[config.mk]
export PLATFORM = sky130hd
export DESIGN_NAME = alu_load_unit
export DESIGN_NICKNAME = d
export VERILOG_FILES = /design/src/rtl/alu_pkg.sv /design/src/rtl/alu_stack_if.sv /design/src/rtl/alu_acc_stack.sv /design/src/rtl/alu_load_unit.sv
export VERILOG_INCLUDE_DIRS = /design/src /design/src/rtl
export SDC_FILE = /design/constraint.sdc
export NUM_CORES = 1
export LEC_CHECK = 0
export BUFFER_PORTS_ARGS = -buffer_cell sky130_fd_sc_hd__buf_4
export CORE_MARGIN = 1
export CORE_UTILIZATION = 31
export DETAILED_ROUTE_END_ITERATION = 16
export PLACE_DENSITY_LB_ADDON = 0.05
export SETUP_SLACK_MARGIN = 0.1
export SYNTH_ARGS = -nofsm -noshare
export SYNTH_HDL_FRONTEND = slang
export SYNTH_HIERARCHICAL = 1
export SYNTH_SLANG_ARGS = --single-unit
[constraint.sdc]
create_clock -name clock_i -period 6.1 [get_ports clock_i]
set_clock_uncertainty 0.2 [all_clocks]
set_input_delay 0.61 -clock clock_i [delete_from_list [all_inputs] [get_ports clock_i]]
set_output_delay 0.61 -clock clock_i [all_outputs]
set_load 0.005 [all_outputs]
[src/rtl/alu_consts.svh]
`ifndef ALU_CONSTS_SVH
`define ALU_CONSTS_SVH

// accumulator and memory word widths
`define ALU_ACC_W 32
`define ALU_WORD_W 16
// accumulator stack depth
`define ALU_STACK_DEPTH 8
// octal operand: six digits, one per nibble
`define ALU_OCT_DIGITS 6
`define ALU_OCT_W 24
// bit count operand width and limits
`define ALU_CNT_W 6
`define ALU_CNT_MIN 1
`define ALU_CNT_MAX 32
// reset values
`define ALU_ACC_RST 32'h0000_0000
`define ALU_ADDR_RST 16'h0000

`endif

[src/rtl/alu_pkg.sv]
package alu_pkg;
  `include "alu_consts.svh"

  // load instruction selector
  typedef enum logic [1:0] {
    OP_FMT_BITS = 2'b00, // formatted_bit_load
    OP_OCT_ADDR = 2'b01, // octal_address_load
    OP_IDX_WORD = 2'b10, // indexed_word_load
    OP_TBL_CONST = 2'b11 // constant_table_indexed_load
  } alu_op_t;

  // sequencer states
  typedef enum logic [1:0] {
    ST_IDLE = 2'b00,
    ST_REQ = 2'b01,
    ST_WAIT = 2'b10
  } alu_state_t;

  typedef logic [`ALU_ACC_W-1:0] alu_word_t;
endpackage

[src/rtl/alu_stack_if.sv]
`timescale 1ns/1ns
interface alu_stack_if;
  import alu_pkg::*;
  logic push;
  alu_word_t push_data;
  alu_word_t top;

  modport unit (output push, output push_data, input top);
  modport stack (input push, input push_data, output top);
endinterface

[src/rtl/alu_acc_stack.sv]
`timescale 1ns/1ns
`include "alu_consts.svh"
module alu_acc_stack
  import alu_pkg::*;
#(
  parameter int DEPTH = `ALU_STACK_DEPTH
) (
  input wire logic clock_i,
  input wire logic arst_n_i,
  alu_stack_if.stack st
);
  alu_word_t entry_r [DEPTH];

  // push shifts every level down, the last level falls off
  always_ff @(posedge clock_i or negedge arst_n_i)
  begin
    if (!arst_n_i)
    begin
      for (int i = 0; i < DEPTH; i++)
        entry_r[i] <= `ALU_ACC_RST;
    end
    else if (st.push)
    begin
      entry_r[0] <= st.push_data;
      for (int i = 1; i < DEPTH; i++)
        entry_r[i] <= entry_r[i-1];
    end
  end

  // top is read in place, order untouched
  assign st.top = entry_r[0];
endmodule

[src/rtl/alu_load_unit.sv]
// How it works
// - formatted bit load gathers 1 to 32 consecutive bits from start bit.
// - after formatted bit load, bits above the count read zero.
// - zero flag set when loaded value is zero, cleared otherwise.
// - unconsumed accumulator value is pushed onto stack before a new load.
// - octal address load converts octal operand to binary, 16-bit result.
// - indexed word load takes stack top as plain binary offset.
// - indexed word load reads word at base plus offset into low half.
// - indexed word load clears the upper 16 accumulator bits.
// - table load uses stack top to select constant in data label area.
// - table load offset is binary; constant goes into low half.
// - stack holds eight 32-bit entries, push shifts down, eighth lost.
`timescale 1ns/1ns
`include "alu_consts.svh"
module alu_load_unit
  import alu_pkg::*;
(
  input wire logic clock_i,
  input wire logic arst_n_i,
  input wire logic instr_valid_i,
  input wire alu_op_t instr_op_i,
  input wire logic [`ALU_OCT_W-1:0] operand_i,
  input wire logic [`ALU_CNT_W-1:0] bit_count_i,
  input wire logic out_consumed_i,
  input wire logic mem_ack_i,
  input wire logic [`ALU_ACC_W-1:0] mem_rdata_i,
  output logic mem_req_o,
  output alu_op_t mem_kind_o,
  output logic [`ALU_WORD_W-1:0] mem_addr_o,
  output logic [`ALU_WORD_W-1:0] mem_index_o,
  output logic [`ALU_ACC_W-1:0] acc_o,
  output logic zero_result_flag_o,
  output logic busy_o,
  output logic done_o
);
  // mask of the low n bits, n of 32 or more gives all ones
  function automatic alu_word_t fmt_mask(input logic [`ALU_CNT_W-1:0] n);
    logic [`ALU_ACC_W:0] m;
    m = ({{`ALU_ACC_W{1'b0}}, 1'b1} << n) - {{`ALU_ACC_W{1'b0}}, 1'b1};
    return m[`ALU_ACC_W-1:0];
  endfunction

  // octal digits held one per nibble, packed three bits each
  function automatic logic [`ALU_WORD_W-1:0] oct_to_bin(
    input logic [`ALU_OCT_W-1:0] d);
    logic [3*`ALU_OCT_DIGITS-1:0] b;
    b = '0;
    for (int i = 0; i < `ALU_OCT_DIGITS; i++)
      b[3*i +: 3] = d[4*i +: 3];
    return b[`ALU_WORD_W-1:0];
  endfunction

  // low half loaded, upper half cleared
  function automatic alu_word_t low_half(input alu_word_t w);
    return {{(`ALU_ACC_W-`ALU_WORD_W){1'b0}}, w[`ALU_WORD_W-1:0]};
  endfunction

  alu_stack_if stk ();

  alu_acc_stack #(
    .DEPTH(`ALU_STACK_DEPTH)
  ) u_stack (
    .clock_i(clock_i),
    .arst_n_i(arst_n_i),
    .st(stk.stack)
  );

  alu_state_t state_r;
  alu_op_t op_r;
  logic [`ALU_WORD_W-1:0] arg_r;
  logic [`ALU_CNT_W-1:0] cnt_r;
  alu_word_t acc_r;
  alu_word_t load_nxt;
  logic pending_r;
  logic zero_r;
  logic done_r;
  logic req_r;
  logic busy_r;
  logic [`ALU_WORD_W-1:0] addr_r;
  logic [`ALU_WORD_W-1:0] index_r;
  logic accept;
  logic finish;
  logic [`ALU_WORD_W-1:0] offset;

  assign accept = instr_valid_i && state_r == ST_IDLE;
  assign finish = state_r == ST_WAIT && mem_ack_i;
  // stack top taken as plain binary, never octal
  assign offset = stk.top[`ALU_WORD_W-1:0];

  // previous unconsumed value goes on the stack
  assign stk.push = accept && pending_r;
  assign stk.push_data = acc_r;

  // value that the finishing load places in the accumulator
  always_comb
  begin
    unique case (op_r)
      OP_FMT_BITS: load_nxt = mem_rdata_i & fmt_mask(cnt_r);
      OP_IDX_WORD: load_nxt = low_half(mem_rdata_i);
      OP_TBL_CONST: load_nxt = low_half(mem_rdata_i);
      OP_OCT_ADDR: load_nxt = low_half(mem_rdata_i);
    endcase
  end

  // sequencer, busy flop follows the next state
  always_ff @(posedge clock_i or negedge arst_n_i)
  begin
    if (!arst_n_i)
    begin
      state_r <= ST_IDLE;
      busy_r <= 1'b0;
    end
    else
    begin
      unique case (state_r)
        ST_IDLE:
          if (accept && instr_op_i != OP_OCT_ADDR)
          begin
            state_r <= ST_REQ;
            busy_r <= 1'b1;
          end
        ST_REQ: state_r <= ST_WAIT;
        ST_WAIT:
          if (mem_ack_i)
          begin
            state_r <= ST_IDLE;
            busy_r <= 1'b0;
          end
        default:
        begin
          state_r <= ST_IDLE;
          busy_r <= 1'b0;
        end
      endcase
    end
  end

  // instruction fields captured when taken
  always_ff @(posedge clock_i or negedge arst_n_i)
  begin
    if (!arst_n_i)
    begin
      op_r <= OP_FMT_BITS;
      arg_r <= `ALU_ADDR_RST;
      cnt_r <= '0;
    end
    else if (accept)
    begin
      op_r <= instr_op_i;
      arg_r <= operand_i[`ALU_WORD_W-1:0];
      cnt_r <= bit_count_i;
    end
  end

  // memory request, address formed after the push settles
  always_ff @(posedge clock_i or negedge arst_n_i)
  begin
    if (!arst_n_i)
    begin
      req_r <= 1'b0;
      addr_r <= `ALU_ADDR_RST;
      index_r <= `ALU_ADDR_RST;
    end
    else if (state_r == ST_REQ)
    begin
      req_r <= 1'b1;
      index_r <= `ALU_ADDR_RST;
      unique case (op_r)
        OP_IDX_WORD: addr_r <= 16'(arg_r + offset);
        OP_TBL_CONST:
        begin
          addr_r <= arg_r;
          index_r <= offset;
        end
        default: addr_r <= arg_r;
      endcase
    end
    else if (finish)
      req_r <= 1'b0;
  end

  // accumulator and zero flag
  always_ff @(posedge clock_i or negedge arst_n_i)
  begin
    if (!arst_n_i)
    begin
      acc_r <= `ALU_ACC_RST;
      zero_r <= 1'b0;
    end
    else if (accept && instr_op_i == OP_OCT_ADDR)
    begin
      acc_r <= low_half({16'h0000, oct_to_bin(operand_i)});
      zero_r <= oct_to_bin(operand_i) == '0;
    end
    else if (finish)
    begin
      acc_r <= load_nxt;
      zero_r <= load_nxt == '0;
    end
  end

  // unconsumed marker, a finishing load wins over consumption
  always_ff @(posedge clock_i or negedge arst_n_i)
  begin
    if (!arst_n_i)
      pending_r <= 1'b0;
    else if (finish || (accept && instr_op_i == OP_OCT_ADDR))
      pending_r <= 1'b1;
    else if (out_consumed_i)
      pending_r <= 1'b0;
  end

  // completion pulse
  always_ff @(posedge clock_i or negedge arst_n_i)
  begin
    if (!arst_n_i)
      done_r <= 1'b0;
    else
      done_r <= finish || (accept && instr_op_i == OP_OCT_ADDR);
  end

  assign mem_req_o = req_r;
  assign mem_kind_o = op_r;
  assign mem_addr_o = addr_r;
  assign mem_index_o = index_r;
  assign acc_o = acc_r;
  assign zero_result_flag_o = zero_r;
  assign busy_o = busy_r;
  assign done_o = done_r;
endmodule

Yosys cells after proc, flatten, opt, wreduce, memory -nomap -nowiden

Cells that the tools add are included.

Add/sub/neg operators: 2
Equal/unequal tests: 9
Bitwise gates (word level): 2
Shifts and indexed selects: 1
Reduce and logical (&&, ||, !) cells: 16
Multiplexer cells: 17

Operators with widths:

| kind                    | count |
|---|---|
| $mux W32                | 2 |
| $pmux W32 S2            | 1 |
| $and A32 B32 Y32        | 1 |
| $logic_not A32 Y1       | 1 |
| $mux W16                | 2 |
| $shl A1 B6 Y32 const A  | 1 |
| $sub A32 B1 Y32 const B | 1 |
| $add A16 B16 Y16        | 1 |
| $logic_not A16 Y1       | 1 |
| $mux W1                 | 8 |
| $eq A2 B1 Y1 const B    | 3 |
| $eq A2 B2 Y1 const B    | 3 |
| $pmux W2 S3             | 1 |
| $reduce_bool A2 Y1      | 3 |
| $logic_and A1 B1 Y1     | 5 |
| $logic_not A2 Y1        | 2 |
| $mux W2                 | 2 |
| $ne A2 B1 Y1 const B    | 2 |
| $pmux W1 S3             | 1 |
| $reduce_and A3 Y1       | 1 |
| $reduce_or A3 Y1        | 1 |
| $ne A2 B2 Y1 const B    | 1 |
| $reduce_and A2 Y1       | 1 |
| $logic_or A1 B1 Y1      | 1 |
| $not A1 Y1              | 1 |

Bits in registers: 111
Bits of input ports: 69
Logic and storage cells: 60
Output and inout bits: 70

Longest topological paths before layout

Depth in word-level cells: 7
Mapped depth: 13
Depth with buffers taken out: 11

By module

Netlist, hierarchy kept.

Modules (own cells, without submodules):

| module        | area each (sq um) | times used | sequential area each (sq um) | cells an instance |
|---|---|---|---|---|
| alu_load_unit | 5398.9            | 1          | 2377.3                       | 578 |
| alu_acc_stack | 1345.0            | 1          | 800.8                        | 68 |

Worst setup path before layout

No wires, ideal clock.

Path kind: register to register
Start: register cnt_r[2]
End: register zero_r (netlist: zero_result_flag_o)
Period minus slack after synthesis: 2.799 ns
Required time: 5.835 ns
Setup time: 0.065 ns
Stages on the path, launching flop included: 13
Setup slack: 3.301 ns
Buffers on the path: 3
Arrival: 2.533 ns
Path through: dfrtp_1 -> buf_2 -> buf_1 -> nor3_1 -> nand3_1 -> ha_1 -> o21ai_2 -> buf_4 -> mux2i_1 -> o21ai_1 -> or2_1 -> nor4b_2 -> a31o_1

Longest elaborated chain between the ends: 7

Ends and longest elaborated chain:

| item                   | line                 | text |
|---|---|---|
| start, declared        | alu_load_unit.sv:71  | `` logic [`ALU_CNT_W-1:0] cnt_r; `` |
| start signal, assigned | alu_load_unit.sv:151 | `cnt_r <= bit_count_i;` |
| $shl A1 B6 Y32         | alu_load_unit.sv:39  | `` m = ({{`ALU_ACC_W{1'b0}}, 1'b1} << n) - {{`ALU_ACC_W{1'b0}}, 1'b1}; `` |
| $sub A32 B1 Y32        | alu_load_unit.sv:39  |  |
| $and A32 B32 Y32       | alu_load_unit.sv:98  | `OP_FMT_BITS: load_nxt = mem_rdata_i & fmt_mask(cnt_r);` |
| $pmux W32 S2           | alu_load_unit.sv:97  | `unique case (op_r)` |
| $logic_not A32 Y1      | alu_load_unit.sv:198 | `zero_r <= load_nxt == '0;` |
| $mux W1                | alu_load_unit.sv:195 | `else if (finish)` |
| $mux W1                | alu_load_unit.sv:190 | `else if (accept && instr_op_i == OP_OCT_ADDR)` |
| end signal, assigned   | alu_load_unit.sv:188 | `zero_r <= 1'b0;` |
| end signal, assigned   | alu_load_unit.sv:193 | `zero_r <= oct_to_bin(operand_i) == '0;` |
| end signal, assigned   | alu_load_unit.sv:198 |  |
| end, declared          | alu_load_unit.sv:75  | `logic zero_r;` |

Every way passes these cells. The select of a mux whose other input is x is not followed.
A chain may end at the register's enable or synchronous reset.

Worst setup path in the final report

Start: register cnt_r[0]
End: register zero_r (netlist: zero_result_flag_o)

The elaborated chain is that of the path after synthesis.

==> out/results.ini <==
[global_routing]
grt_first_pass_wirelength_um=30800
antenna_found_initial=0
grt_max_degree=61
grt-ovfl-total=0
grt_pass1_vias=5259
grtUsageTotal_pct=20.4

[cts]
clkTransAtPathRegs_ps=80
clockBufferDepth=2
cts_setup_buffers=0
cts_tree=yes
cts_resized=0
cts_sinks=111
cts_htree_levels=3
cts_root_buffer=clkbuf_16
cts_buffers=9
clk_latency_ps=350
hold_buffers=0

[timing]
fin_setup_tns_ps=0
rsz0062_at_grt=false
fmaxAchievable_mhz=291
slew_headroom_pct=31.4
finalHoldViolCount=0
setup-violations-final=0
period_share_pct=56.3
fin_crit_ps=3430
slew_viol_final=0
fin_ws_ps=2670
worst-slew-pin-transition_ps=1030

[route]
drc=0
ant_nets=0
vias=5168
wl_per_cell_um=20.0
drt_iter0_markers=321
via_per_inst=5.21
finalWirelength_um=19900
first_pass_iters=4

[floorplan]
core_area_um2=19000
rows=50
pin_count=139
die_h_um=142
die_x_um=142
start_util_pct=32.1
die_area_um2=20200

[layout]
fin_cells=992
n_antenna_cell=0
syn_to_final_growth_pct=25.1
nFillCells=1904
design_area_um2=7620
layout.nets=813
drive_gt1_share_pct=28.4

[yosys]
avgSynthCellArea_um2=9.94
syn_inst=613
syn_area_um2=6090
yosys_warnings=6
syn_nets=699

[flow_run]
drv_cap=0

[power]
p_sw_mw=1.51
power_density_nw_per_um2=501
intPower_mw=2.30
max-vdd-ir-drop_mv=0.160
switching_share_pct=39.6
p_seq_share_pct=34.9
p_comb_share_pct=47.8
clkPwrFrac_pct=17.3
p_leak_nw=3.45

[place]
dp.cells=976
dp_hpwl_um=14900
pre_cts_slack_ps=2690
io_buffers=134
globalplace.congestion=0.924
placed_area_um2=7300

[critical_path]
reg2reg_slack_ps=2670
r2r_start=cnt_r[0]$_DFFE_PN0P_
reg2regPathDepth=9
crit_top_cell=nor3_1
cp.arrival_ps=3480
r2r-end=zero_result_flag_o$_DFFE_PN0P_
worst_setup_path_start_kind=flip-flop
slowest_delay_ps=900
crit_fanout=24
worst_path_max_delay_cell=dfrtp_1
crit_type=flip-flop to flip-flop
end_kind=flip-flop
crit_chain=nor3_1 -> nand2_1 -> ha_1 -> o21ai_2 -> or3_1 -> a211oi_1 -> o211a_1 -> nor3_1 -> a31o_1
required_ps=6150

[min_path]
hold_path.class=input pin to async pin

[status]
outcome=finished clean

==> worst max-delay path by stage <==
stage,from,to,slack [ps],cells past startpoint
final,cnt_r[0]$_DFFE_PN0P_,zero_result_flag_o$_DFFE_PN0P_,2670,9
after CTS,cnt_r[0]$_DFFE_PN0P_,zero_result_flag_o$_DFFE_PN0P_,2670,9
after detailed placement,cnt_r[0]$_DFFE_PN0P_,zero_result_flag_o$_DFFE_PN0P_,2690,9
after global routing,cnt_r[0]$_DFFE_PN0P_,zero_result_flag_o$_DFFE_PN0P_,2330,9
after global placement,cnt_r[0]$_DFFE_PN0P_,zero_result_flag_o$_DFFE_PN0P_,2700,9
after floorplan,cnt_r[2]$_DFFE_PN0P_,zero_result_flag_o$_DFFE_PN0P_,3300,12
==> through the flow <==
| step | utilization [%] | power (mW) | hold WS [ps] |
|---|---|---|---|
| global placement | 38.5 | 3.16 | 266 |
| CTS | 40.2 | 3.86 | 121 |
| finish | 40.2 | 3.82 | 91.7 |
| floorplan | - | 2.47 | 114 |
| detailed placement | 38.5 | 3.18 | 272 |
| global route | 40.2 | 4.10 | 140 |
==> state kept, by name, summed over array words and instances (netlist names) <==
name and cells:
arg_r 16, cnt_r 6, state_r 2, u_stack/st.top 16, done_o 1, busy_o 1, acc_o 32, mem_addr_o 16
pending_r 1, zero_result_flag_o 1, mem_req_o 1, mem_kind_o 2, mem_index_o 16
==> area by class of cell <==
class / count / area [µm²] / area share (%)
multi-input combinational: 455 / 3100 / 40.6
timing repair buffer: 143 / 1070 / 14.1
inverter: 7 / 26.3 / 0.345
clock buffer: 12 / 246 / 3.23
clock inverter: 4 / 76.3 / 1.00
sequential: 111 / 2780 / 36.4
tap: 260 / 325 / 4.27
==> routing by layer <==
layer,up-vias,share of wire (%),GRT usage (%)
li1,2481,-,-
met1,2530,45,26.5
met2,134,48,33.7
met3,23,4.2,3.23
met4,0,2.3,8.04
met5,-,0,0
==> worst max-delay path, delay by kind of cell, from the launching register on <==
kind / cells / cell delay [ps]
simple gates: 4 / 770
compound gates: 4 / 950
fa+ha+maj: 1 / 500
flops: 1 / 900
==> power by group through the flow <==
| stage | Clock (mW) | Combinational, mW | Sequential [mW] |
|---|---|---|---|
| after detailed placement | 0 | 1.83 | 1.35 |
| after global placement | 0 | 1.81 | 1.35 |
| after floorplan | 0 | 1.22 | 1.24 |
| final | 0.659 | 1.82 | 1.33 |
| after global routing | 0.705 | 2.02 | 1.38 |
| after CTS | 0.682 | 1.84 | 1.34 |
==> cell usage in the layout (no fill, tap or decap), types with 6 or more instances in the layout <==
cell       count
a211oi_1       6
a21o_1         8
a21oi_1       30
a22o_1        23
a22oi_1        7
buf_4        143
clkbuf_16      9
dfrtp_1      111
ha_1          16
inv_1          6
mux2_2        23
mux2_4        16
mux2i_1       13
nand2_1       60
nand3_1       24
nor2_1        41
nor2b_1       13
nor3_1        16
o21ai_0       40
o21ai_1       16
o22ai_1        6
xnor2_1        6
No activity file was read; power rests on OpenSTA's default activity.
